==> config.mk <==
export PLATFORM = sky130hd
export DESIGN_NAME = sac_adc_ctrl
export DESIGN_NICKNAME = d
export VERILOG_FILES = /design/src/verilog/sac_pkg.sv /design/src/verilog/sac_adc_ctrl.sv
export SDC_FILE = /design/constraint.sdc
export NUM_CORES = 1
export LEC_CHECK = 0
export BUFFER_PORTS_ARGS = -buffer_cell sky130_fd_sc_hd__buf_4
export CAP_MARGIN = 10
export CORE_ASPECT_RATIO = 0.5
export CORE_MARGIN = 3
export CORE_UTILIZATION = 38
export DETAILED_ROUTE_END_ITERATION = 7
export SYNTH_ARGS = -nofsm -noshare
export SYNTH_HDL_FRONTEND = slang
export SYNTH_SLANG_ARGS = --single-unit
==> constraint.sdc <==
create_clock -name clk_sys -period 2.7 [get_ports clk_sys]
set_input_delay 0.405 -clock clk_sys [delete_from_list [all_inputs] [get_ports clk_sys]]
set_output_delay 0.405 -clock clk_sys [all_outputs]
set_load 0.1 [all_outputs]
==> src/verilog/sac_pkg.sv <==
// register map, field positions, reset values and states of the converter control block
// assumes a 32-bit APB master and an analog SAR core with a comparator output
package sac_pkg;
  localparam int          RES_W         = 10;
  localparam int          CH_W          = 5;
  localparam int          DIV_W         = 5;
  // register byte offsets
  localparam logic [7:0]  OFS_POS_SEL   = 8'h00;
  localparam logic [7:0]  OFS_NEG_SEL   = 8'h04;
  localparam logic [7:0]  OFS_CONFIG    = 8'h08;
  localparam logic [7:0]  OFS_RES_HIGH  = 8'h0c;
  localparam logic [7:0]  OFS_RES_LOW   = 8'h10;
  localparam logic [7:0]  OFS_CONTROL   = 8'h14;
  // reset values
  localparam logic [4:0]  RST_CH_SEL    = 5'h1f;
  localparam logic [4:0]  RST_DIV       = 5'h1f;
  // channel codes
  localparam logic [4:0]  POS_TEMP      = 5'h10;
  localparam logic [4:0]  NEG_GND       = 5'h11;
  // config register fields
  localparam int          CFG_DIV_LSB   = 3;
  localparam int          CFG_LJST_BIT  = 2;
  // control register fields
  localparam int          CTL_EN_BIT    = 0;
  localparam int          CTL_TRACK_BIT = 1;
  localparam int          CTL_DONE_BIT  = 2;
  localparam int          CTL_BUSY_BIT  = 3;
  localparam int          CTL_SRC_LSB   = 4;
  // start sources
  localparam logic [2:0]  SRC_SOFT      = 3'h0;
  localparam logic [2:0]  SRC_TMR0      = 3'h1;
  localparam logic [2:0]  SRC_TMR2      = 3'h2;
  localparam logic [2:0]  SRC_TMR1      = 3'h3;
  localparam logic [2:0]  SRC_EXT       = 3'h4;
  localparam logic [2:0]  SRC_TMR3      = 3'h5;
  // cycle counts, in conversion clocks
  localparam logic [1:0]  TRACK_CLKS    = 2'h3;
  typedef enum logic [1:0] {ST_IDLE, ST_TRACK, ST_CONV} sac_state_t;
endpackage : sac_pkg

==> src/verilog/sac_adc_ctrl.sv <==
// digital control of a 10-bit SAR converter: APB registers, clock divider,
// start selection, bit-by-bit approximation and result formatting
// assumes the analog core compares its held input against trialCode on cmpAbove
//
// What this block does
// - converter runs only while enable bit set
// - sixteen port inputs, positive and negative independent
// - separate positive and negative channel select registers
// - ground negative means single-ended, else differential
// - temperature sensor code routes sensor to positive
// - completion loads high and low result bytes
// - single-ended result is 10-bit unsigned
// - differential result is 10-bit two's complement
// - justify bit picks right or left placement
// - single-ended unused result bits read zero
// - right-justified differential upper bits sign-extended
// - left-justified differential lower bits zero
// - conversion clock is system clock over divider+1
// - 3-bit field selects the start source
// - sources: software, t0, t2, t1, pin edge, t3
// - busy during conversion, completion sets done as busy falls
// - low-power tracking adds three conversion clocks
// - timers 2/3 use low or high overflow by mode
module sac_adc_ctrl (
  input  wire logic                      clk_sys,
  input  wire logic                      arst_n,
  input  wire logic                      psel,
  input  wire logic                      penable,
  input  wire logic                      pwrite,
  input  wire logic [7:0]                paddr,
  input  wire logic [31:0]               pwdata,
  output logic                           pready,
  output logic [31:0]                    prdata,
  output logic                           pslverr,
  input  wire logic                      timer0Ovf,
  input  wire logic                      timer1Ovf,
  input  wire logic                      timer2LowOvf,
  input  wire logic                      timer2HighOvf,
  input  wire logic                      timer2Split8,
  input  wire logic                      timer3LowOvf,
  input  wire logic                      timer3HighOvf,
  input  wire logic                      timer3Split8,
  input  wire logic                      externalConvertStart,
  input  wire logic                      cmpAbove,
  output logic                           adcPowerOn,
  output logic                           adcTrack,
  output logic [sac_pkg::CH_W-1:0]       posSel,
  output logic [sac_pkg::CH_W-1:0]       negSel,
  output logic [sac_pkg::RES_W-1:0]      trialCode,
  output logic                           convClkTick,
  output logic                           conversionDone
);
  // format one result into the high:low pair
  function automatic logic [15:0] fmtResult(input logic [9:0] sar, input logic diff,
                                            input logic ljst);
    logic [9:0] v;
    // flipping the msb turns the offset-binary code into two's complement
    v = diff ? {~sar[9], sar[8:0]} : sar;
    if (ljst)
      fmtResult = {v, 6'h00};
    else if (diff)
      fmtResult = {{6{v[9]}}, v};
    else
      fmtResult = {6'h00, v};
  endfunction : fmtResult

  // released through two flops so all state leaves reset on one edge
  logic        rstSync1_q;
  logic        rstN;
  always_ff @(posedge clk_sys or negedge arst_n) begin
    if (!arst_n) begin
      rstSync1_q <= 1'b0;
      rstN       <= 1'b0;
    end else begin
      rstSync1_q <= 1'b1;
      rstN       <= rstSync1_q;
    end
  end

  logic [4:0]  posSel_q;
  logic [4:0]  negSel_q;
  logic [4:0]  div_q;
  logic [4:0]  divCnt_q;
  logic        ljst_q;
  logic        en_q;
  logic        lpTrack_q;
  logic        done_q;
  logic        ready_q;
  logic        err_q;
  logic        extPrev_q;
  logic        tick_q;
  logic [2:0]  src_q;
  logic [15:0] result_q;
  logic [31:0] rdata_q;
  logic [9:0]  trial_q;
  logic [3:0]  bitIdx_q;
  logic [1:0]  trackCnt_q;
  sac_pkg::sac_state_t state_q;

  // bus decode
  wire         setupPh  = psel && !penable;
  wire         wrStrobe = psel && penable && ready_q && pwrite && !err_q;
  wire         hitPos   = paddr == sac_pkg::OFS_POS_SEL;
  wire         hitNeg   = paddr == sac_pkg::OFS_NEG_SEL;
  wire         hitCfg   = paddr == sac_pkg::OFS_CONFIG;
  wire         hitHigh  = paddr == sac_pkg::OFS_RES_HIGH;
  wire         hitLow   = paddr == sac_pkg::OFS_RES_LOW;
  wire         hitCtl   = paddr == sac_pkg::OFS_CONTROL;
  wire         mapped   = hitPos || hitNeg || hitCfg || hitHigh || hitLow || hitCtl;
  wire         busy     = state_q != sac_pkg::ST_IDLE;
  wire [7:0]   ctlRead  = {1'b0, src_q, busy, done_q, lpTrack_q, en_q};
  wire [7:0]   cfgRead  = {div_q, ljst_q, 2'b00};
  wire [7:0]   rdMux    = hitPos  ? {3'b000, posSel_q} :
                          hitNeg  ? {3'b000, negSel_q} :
                          hitCfg  ? cfgRead :
                          hitHigh ? result_q[15:8] :
                          hitLow  ? result_q[7:0] :
                          hitCtl  ? ctlRead : 8'h00;
  wire         ctlWr    = wrStrobe && hitCtl;

  // differential whenever ground is not the negative input
  wire         diffMode = negSel_q != sac_pkg::NEG_GND;

  // start source selection; timers 2/3 pick overflow by their width
  wire         tmr2Ovf  = timer2Split8 ? timer2LowOvf : timer2HighOvf;
  wire         tmr3Ovf  = timer3Split8 ? timer3LowOvf : timer3HighOvf;
  // extPrev_q resets low, so a pin held high through reset reads as a rising edge on the first cycle
  wire         extRise  = externalConvertStart && !extPrev_q;
  wire         softGo   = ctlWr && pwdata[sac_pkg::CTL_BUSY_BIT];
  logic        trigger;
  always_comb begin
    unique case (src_q)
      sac_pkg::SRC_SOFT: trigger = softGo;
      sac_pkg::SRC_TMR0: trigger = timer0Ovf;
      sac_pkg::SRC_TMR2: trigger = tmr2Ovf;
      sac_pkg::SRC_TMR1: trigger = timer1Ovf;
      sac_pkg::SRC_EXT:  trigger = extRise;
      sac_pkg::SRC_TMR3: trigger = tmr3Ovf;
      // codes 6 and 7 never start a conversion
      default:           trigger = 1'b0;
    endcase
  end
  // a trigger while busy or disabled is dropped, not queued
  wire         startConv = trigger && en_q && !busy;

  // conversion clock enable: one pulse every div+1 system clocks
  wire         divWrap  = divCnt_q == div_q;
  wire         lastBit  = bitIdx_q == 4'h0;
  wire         finish   = state_q == sac_pkg::ST_CONV && tick_q && lastBit;

  always_ff @(posedge clk_sys or negedge rstN) begin
    if (!rstN) begin
      ready_q <= 1'b0;
      err_q   <= 1'b0;
      rdata_q <= 32'h0000_0000;
    end else begin
      ready_q <= setupPh;
      err_q   <= setupPh && !mapped;
      // read data frozen at setup, so a status change during access cannot tear it
      if (setupPh)
        rdata_q <= {24'h00_0000, rdMux};
    end
  end

  always_ff @(posedge clk_sys or negedge rstN) begin
    if (!rstN)
      posSel_q <= sac_pkg::RST_CH_SEL;
    else if (wrStrobe && hitPos)
      posSel_q <= pwdata[4:0];
  end

  always_ff @(posedge clk_sys or negedge rstN) begin
    if (!rstN)
      negSel_q <= sac_pkg::RST_CH_SEL;
    else if (wrStrobe && hitNeg)
      negSel_q <= pwdata[4:0];
  end

  always_ff @(posedge clk_sys or negedge rstN) begin
    if (!rstN) begin
      div_q  <= sac_pkg::RST_DIV;
      ljst_q <= 1'b0;
    end else if (wrStrobe && hitCfg) begin
      div_q  <= pwdata[sac_pkg::CFG_DIV_LSB +: sac_pkg::DIV_W];
      ljst_q <= pwdata[sac_pkg::CFG_LJST_BIT];
    end
  end

  always_ff @(posedge clk_sys or negedge rstN) begin
    if (!rstN) begin
      en_q      <= 1'b0;
      lpTrack_q <= 1'b0;
      src_q     <= sac_pkg::SRC_SOFT;
    end else if (ctlWr) begin
      en_q      <= pwdata[sac_pkg::CTL_EN_BIT];
      lpTrack_q <= pwdata[sac_pkg::CTL_TRACK_BIT];
      src_q     <= pwdata[sac_pkg::CTL_SRC_LSB +: 3];
    end
  end

  // done flag: hardware set beats a software clear in the same cycle
  always_ff @(posedge clk_sys or negedge rstN) begin
    if (!rstN)
      done_q <= 1'b0;
    else if (finish)
      done_q <= 1'b1;
    else if (ctlWr && !pwdata[sac_pkg::CTL_DONE_BIT])
      done_q <= 1'b0;
  end

  always_ff @(posedge clk_sys or negedge rstN) begin
    if (!rstN) begin
      divCnt_q  <= 5'h00;
      tick_q    <= 1'b0;
      extPrev_q <= 1'b0;
    end else begin
      extPrev_q <= externalConvertStart;
      // divider held in reset while disabled to save power
      divCnt_q  <= (!en_q || divWrap) ? 5'h00 : divCnt_q + 5'h01;
      tick_q    <= en_q && divWrap;
    end
  end

  // approximation sequencer, starting on any cycle, then advancing on conversion clock ticks only
  always_ff @(posedge clk_sys or negedge rstN) begin
    if (!rstN) begin
      state_q    <= sac_pkg::ST_IDLE;
      trial_q    <= 10'h000;
      bitIdx_q   <= 4'h0;
      trackCnt_q <= 2'h0;
      result_q   <= 16'h0000;
    end else if (!en_q) begin
      // disabling mid-conversion aborts: old result kept, no done flag unless the last tick lands in the first disabled cycle
      state_q <= sac_pkg::ST_IDLE;
    end else begin
      unique case (state_q)
        sac_pkg::ST_IDLE: if (startConv) begin
          trial_q    <= 10'h200;
          bitIdx_q   <= 4'h9;
          trackCnt_q <= 2'h0;
          state_q    <= lpTrack_q ? sac_pkg::ST_TRACK : sac_pkg::ST_CONV;
        end
        sac_pkg::ST_TRACK: if (tick_q) begin
          trackCnt_q <= trackCnt_q + 2'h1;
          if (trackCnt_q == sac_pkg::TRACK_CLKS - 2'h1)
            state_q <= sac_pkg::ST_CONV;
        end
        sac_pkg::ST_CONV: if (tick_q) begin
          // trialCode changed at the previous tick, or on the start edge for the first trial
          if (!cmpAbove)
            trial_q[bitIdx_q] <= 1'b0;
          if (lastBit) begin
            state_q  <= sac_pkg::ST_IDLE;
            // both bytes in one write, so the two result registers never hold halves of different results
            result_q <= fmtResult({trial_q[9:1], cmpAbove ? trial_q[0] : 1'b0},
                                  diffMode, ljst_q);
          end else begin
            trial_q[bitIdx_q - 4'h1] <= 1'b1;
            bitIdx_q                 <= bitIdx_q - 4'h1;
          end
        end
      endcase
    end
  end

  // analog-facing outputs, all registered
  always_ff @(posedge clk_sys or negedge rstN) begin
    if (!rstN) begin
      adcPowerOn <= 1'b0;
      adcTrack   <= 1'b0;
      posSel     <= sac_pkg::RST_CH_SEL;
      negSel     <= sac_pkg::RST_CH_SEL;
    end else begin
      adcPowerOn <= en_q;
      // continuous tracking unless low-power mode or converting
      adcTrack   <= en_q && (lpTrack_q ? state_q == sac_pkg::ST_TRACK
                                       : state_q != sac_pkg::ST_CONV);
      posSel     <= posSel_q;
      negSel     <= negSel_q;
    end
  end

  always_ff @(posedge clk_sys or negedge rstN) begin
    if (!rstN) begin
      convClkTick    <= 1'b0;
      conversionDone <= 1'b0;
    end else begin
      convClkTick    <= tick_q;
      conversionDone <= finish;
    end
  end

  assign pready  = ready_q;
  assign pslverr = err_q;
  assign prdata  = rdata_q;
  // trial code leaves straight from its register so the comparator sees it at once
  assign trialCode = trial_q;
  // is the programmer's duty; the divider does not enforce a rate limit
endmodule : sac_adc_ctrl

Yosys cells after proc, flatten, opt, wreduce, memory -nomap -nowiden
Cells that the tools add are included.
{ "word_totals": {"ff_bits": 89, "latch_bits": 0, "ram_bits": 0, "romBits": 0, "in_bits": 55, "out_inout_bits": 58, "n_memories": 0} }
{ "op_classes": {"n_addsub": 3, "n_mul": 0, "div_mod_pow": 0, "order_cmp": 4, "eq_ne": 25, "shift": 0, "muxes": 44, "bitwise": 4, "reduce_logical": 47} }
{ "ops": {"columns": ["cell", "n"], "rows": [
  ["$mux 10", 8],
  ["$mux 8", 5],
  ["$mux 16", 2],
  ["$logic_and 1x1->1", 21],
  ["$pmux 10 s2", 1],
  ["$mux 2", 9],
  ["$eq 8x4->1 const B", 2],
  ["$eq 8x5->1 const B", 2],
  ["$ne 3x3->1 const B", 5],
  ["$mux 4", 3],
  ["$reduce_and 4->1", 3],
  ["$and 10x10->10", 1],
  ["$lt 4x5->1 const B", 2],
  ["$ne 2x2->1 const B", 5],
  ["$not 10->10", 1],
  ["$or 10x10->10", 1],
  ["$reduce_and 5->1", 2],
  ["$demux 1 s4", 2],
  ["$eq 8x3->1 const B", 1],
  ["$ge 4x1->1 const B", 2],
  ["$logic_not 8->1", 1],
  ["$mux 1", 8],
  ["$pmux 4 s2", 1],
  ["$reduce_bool 2->1", 4],
  ["other kinds (21)", 35]
]} }

Logic depth before layout (Yosys ltp)
{ "logic_depth": {"ltp_word": 14, "mapped_depth": 9} }

Worst setup path before layout
OpenSTA, ideal clock, no wires.
{ "synth_path": {"path_type": "reg-to-reg", "startpoint": "register ready_q (netlist: pready)", "endpoint": "register trial_q[7] (netlist: trialCode[7])", "setup_time_ps": 123, "arrival_ps": 2200, "required_time_ps": 2577, "path_slack_ps": 377, "path_stages_with_launch": 8, "cell_sequence": "dfrtp_1 nand4_1 nand4bb_1 o31a_1 a21oi_4 buf_6 nand2_1 a32o_1"} }
{ "synth_between": {"elab_chain_len": 10} }
{ "synth_rtl": {"columns": ["item", "line_no", "rtl"], "rows": [
  ["start: declaration", "sac_adc_ctrl.sv:88", "logic ready_q;"],
  ["start signal: assignment", "sac_adc_ctrl.sv:157", "ready_q <= setupPh;"],
  ["$logic_and 1x1->1 (3 in a row)", "sac_adc_ctrl.sv:102", "wire wrStrobe = psel && penable && ready_q && pwrite && !err_q;"],
  ["$logic_and 1x1->1", "sac_adc_ctrl.sv:119", "wire ctlWr = wrStrobe && hitCtl;"],
  ["$logic_and 1x1->1", "sac_adc_ctrl.sv:129", "wire softGo = ctlWr && pwdata[sac_pkg::CTL_BUSY_BIT];"],
  ["$pmux 1 s6", "sac_adc_ctrl.sv:132", "unique case (src_q)"],
  ["$logic_and 1x1->1 (2 in a row)", "sac_adc_ctrl.sv:144", "wire startConv = trigger && en_q && !busy;"],
  ["$ne 2x2->1 (no source line)", null, null],
  ["$reduce_and 4->1 (no source line)", null, null],
  ["end signal: assignment", "sac_adc_ctrl.sv:228", "trial_q <= 10'h000;"],
  ["end signal: assignment", "sac_adc_ctrl.sv:238", "trial_q <= 10'h200;"],
  ["end signal: indexed assignment", "sac_adc_ctrl.sv:251", "trial_q[bitIdx_q] <= 1'b0;"],
  ["end: declaration", "sac_adc_ctrl.sv:95", "logic [9:0] trial_q;"]
]} }
Every way passes these cells.
A chain may end at the register's enable or synchronous reset.

Final worst setup path
{ "layout_path": {"startpoint": "register src_q[0]", "endpoint": "register trial_q[9] (netlist: trialCode[9])"} }
{ "layout_between": {"elab_chain_len": 6} }
{ "layout_rtl": {"columns": ["item", "line_no", "rtl"], "rows": [
  ["start: declaration", "sac_adc_ctrl.sv:92", "logic [2:0] src_q;"],
  ["start signal: assignment", "sac_adc_ctrl.sv:193", "src_q <= sac_pkg::SRC_SOFT;"],
  ["start signal: assignment", "sac_adc_ctrl.sv:197", "src_q <= pwdata[sac_pkg::CTL_SRC_LSB +: 3];"],
  ["$eq 3x3->1, or another cell as far along", "sac_adc_ctrl.sv:132", null],
  ["$pmux 1 s6 *", "sac_adc_ctrl.sv:132", null],
  ["$logic_and 1x1->1 * (2 in a row)", "sac_adc_ctrl.sv:144", null],
  ["$ne 2x2->1 (no source line) *", null, null],
  ["$reduce_and 4->1 (no source line) *", null, null]
]} }
Every way passes the cells marked *; elsewhere a longest branch is shown, timed or not.

==> out/qor.yml <==
setup_path:
  critical-path-top-delay-family: "simple AND/OR/NAND/NOR gates"
  cp.arrival_ns: 2.65
  slowest_delay_ns: 0.53
  crit_chain: "nor4b_1 -> nand4bb_1 -> o31a_1 -> a21oi_4 -> buf_12 -> and4_1 -> o22ai_1"
  critPathSlowestCell: "nor4b_1"
  path_class: "flop to flop"
  critPathBufInv: 1
  crit_path_max_fanout: 12
  critPathCaptureType: "flop"
  r2r_cells: 7
  start_kind: "flop"
  cp.required_ns: 2.92
  cp.depth: 7
cells_and_area:
  multi_input_area_mm2: 0.00207
  seq_area_mm2: 0.00226
  fin_nets: 582
  num-fill-cells: 1071
  utilization_pct: 48.2
  areaGrowthSynthToFinish_pct: 19.6
  mostFrequentLayoutCells: "buf_4, dfrtp_1, nand2_1"
  final_common_cell: "buf_4"
  drive_gt1_share_pct: 26.5
  diodes: 0
  fin_cells: 680
detailed_routing:
  final_antenna_net_count: 0
  wl_um: 10800
  drt_first_iter_violations: 284
  first_pass_iters: 4
  via_count: 3439
  wl_per_cell_um: 15.9
  viasPerCell: 5.06
  drc: 0
synth:
  yosysTopAreaCellShare_pct: 35.0
  async_flop_share_pct: 100
  synth_top_family_by_area: "simple AND/OR/NAND/NOR gates"
  ys_seq_area_share_pct: 49.4
  yosys_warnings: 0
  synth_area_leaders: "dfrtp_1, dfstp_2, nand2_1"
  avgSynthCellArea_um2: 10.1
  synth_cells: 452
  synthAdderAreaFrac_pct: 3.01
  yosysTopAreaCell: "dfrtp_1"
  synth_cell_type_count: 60
  synth_seq_cells: 89
  synth_compound_area_share_pct: 15.5
  yosys.area_share.simple_pct: 16.0
  ys.flop_type: "dfrtp_1"
  synth_edf_count: 0
  syn-cell-area_mm2: 0.00457
  synthMuxAreaShare_pct: 7.11
  synth_xor_area_share_pct: 1.72
clock_network:
  post_cts_buffers: 0
  h-tree-depth: 3
  insertion_delay_ns: 0.34
  clk_pin_slew_ns: 0.07
  cts_made_buffers: 9
  clock-root-buffer: "clkbuf_16"
  cts-hold-fix-buffers: 1
  cts-resized-gates: 0
  cts_max_path_buffers: 2
  clock_sinks: 89
  cts_tree: "done"
floorplanning:
  die_h_um: 83.6
  fp-row-count: 27
  core_mm2: 0.0114
  initial_core_util_pct: 40.3
  die_area_mm2: 0.0135
  ios: 113
  die_w_um: 161
hold_path:
  holdPathStages: 1
  min_path_type: "input pin to flop"
global_routing:
  grt_pass1_vias: 3284
  grt_max_degree: 46
  antenna_found_initial: 0
  overflow: 0
  grtUsageTotal_pct: 16.7
  grt_pass1_wl_um: 17800
sta:
  post-route-min-period_ns: 2.43
  timing.final.crit_share_pct: 90.0
  worst_pin_slew_ns: 0.628
  finalSetupViolations: 0
  rsz0062_at_grt: "no"
  skew_ns: 0.00723
  maxSlewHeadroom_pct: 58.1
  tns_ns: 0
  timing.hold.ws_ns: 0.185
  fmax_ghz: 0.411
  slew_viol_final: 0
  hold_viol_final: 0
power_and_ir_drop:
  fin_total_pwr_mw: 5.14
  power-per-cell-area_mw_per_mm2: 939
  ir_worst_vdd_mv: 0.465
  leakage_nw: 2.45
placement:
  place_inst: 663
  gp_congestion: 0.837
  port_buffers: 64
  dp_hpwl_um: 8150
flow_run:
  maxCapViolations: 0
run_status:
  outcome: "finished, final reports clean"
==> where the power goes <==
group | total, mW | internal (mW) | leakage (nW) | switching [mW]
Combinational | 2.12 | 0.619 | 1.23 | 1.50
Clock | 1.19 | 0.641 | 0.140 | 0.548
Sequential | 1.82 | 1.57 | 1.08 | 0.254
Total | 5.14 | 2.83 | 2.45 | 2.31
==> cell usage after synthesis, drive strengths merged, types with 2 or more instances <==
master,count
nor2b,3
ha,11
and3,5
o2bb2ai,6
conb,2
mux2i,10
mux2,20
a221oi,2
o22ai,4
xor2,5
and4,2
a32oi,6
nand3b,3
nor4,3
a22oi,3
nand2,60
nor2,20
a21o,2
nand4,3
a21oi,27
buf,28
xnor2,4
nor3,7
nand2b,12
or3,3
inv,14
o211ai,5
a211oi,4
dfrtp,64
a22o,4
nand4bb,2
a31oi,2
o31ai,4
clkbuf,18
o21ai,35
dfstp,25
nor4b,3
nand3,9
nor3b,2
==> flip-flops by register name (all words and copies together) (netlist names), 2 cells and up <==
signal and cells:
negSel_q 5, state_q 2, result_q 16, div_q 5, divCnt_q 5, posSel 5, bitIdx_q 4, src_q 3
negSel 5, posSel_q 5, prdata 8, trackCnt_q 2, trialCode 10
==> worst paths after layout <==
path | slack, ns | startpoint | to
max in group asynchronous | 1.67 | rstN | posSel_q[0]
max | 0.27 | src_q[0] | trialCode[9]
min | 0.18 | externalConvertStart | extPrev_q
min reg2reg | 0.34 | rstN | bitIdx_q[1]
max reg2reg | 0.27 | src_q[0] | trialCode[9]
min in group asynchronous | 0.34 | rstN | bitIdx_q[1]
==> metal layers <==
metal  share of wire, %  up-vias  track usage (%)
li1                   -     1688                -
met1                 49     1636             24.2
met3                6.6        7             4.26
met4               0.69        0             4.29
met2                 44      108             24.7
met5                  0        -                0
==> layout make-up <==
type | count | area share [%]
flip-flops and latches | 89 | 41.4
well taps | 159 | 3.64
repair buffers | 76 | 10.9
inverters | 14 | 0.961
multi-input cells | 326 | 37.9
clock inverters | 7 | 1.05
clock buffers | 9 | 4.12
==> logic make-up after synthesis <==
| group | Yosys count |
|---|---|
| simple gates | 141 |
| mux | 30 |
| fa+ha+maj | 11 |
| compound gates | 110 |
| flops | 89 |
| xor+xnor | 9 |
| buf+inv | 60 |
| other cells | 2 |
==> metrics by stage <==
step / cell area [µm²] / worst slack (ns)
2_1_floorplan: 4660 / 0.0812
3_3_place_gp: 5180 / 0.298
3_5_place_dp: 5180 / 0.312
4_1_cts: 5470 / 0.295
5_1_grt: 5470 / 0.160
6_report: 5470 / 0.269
Power figures use the tool's default switching activity.
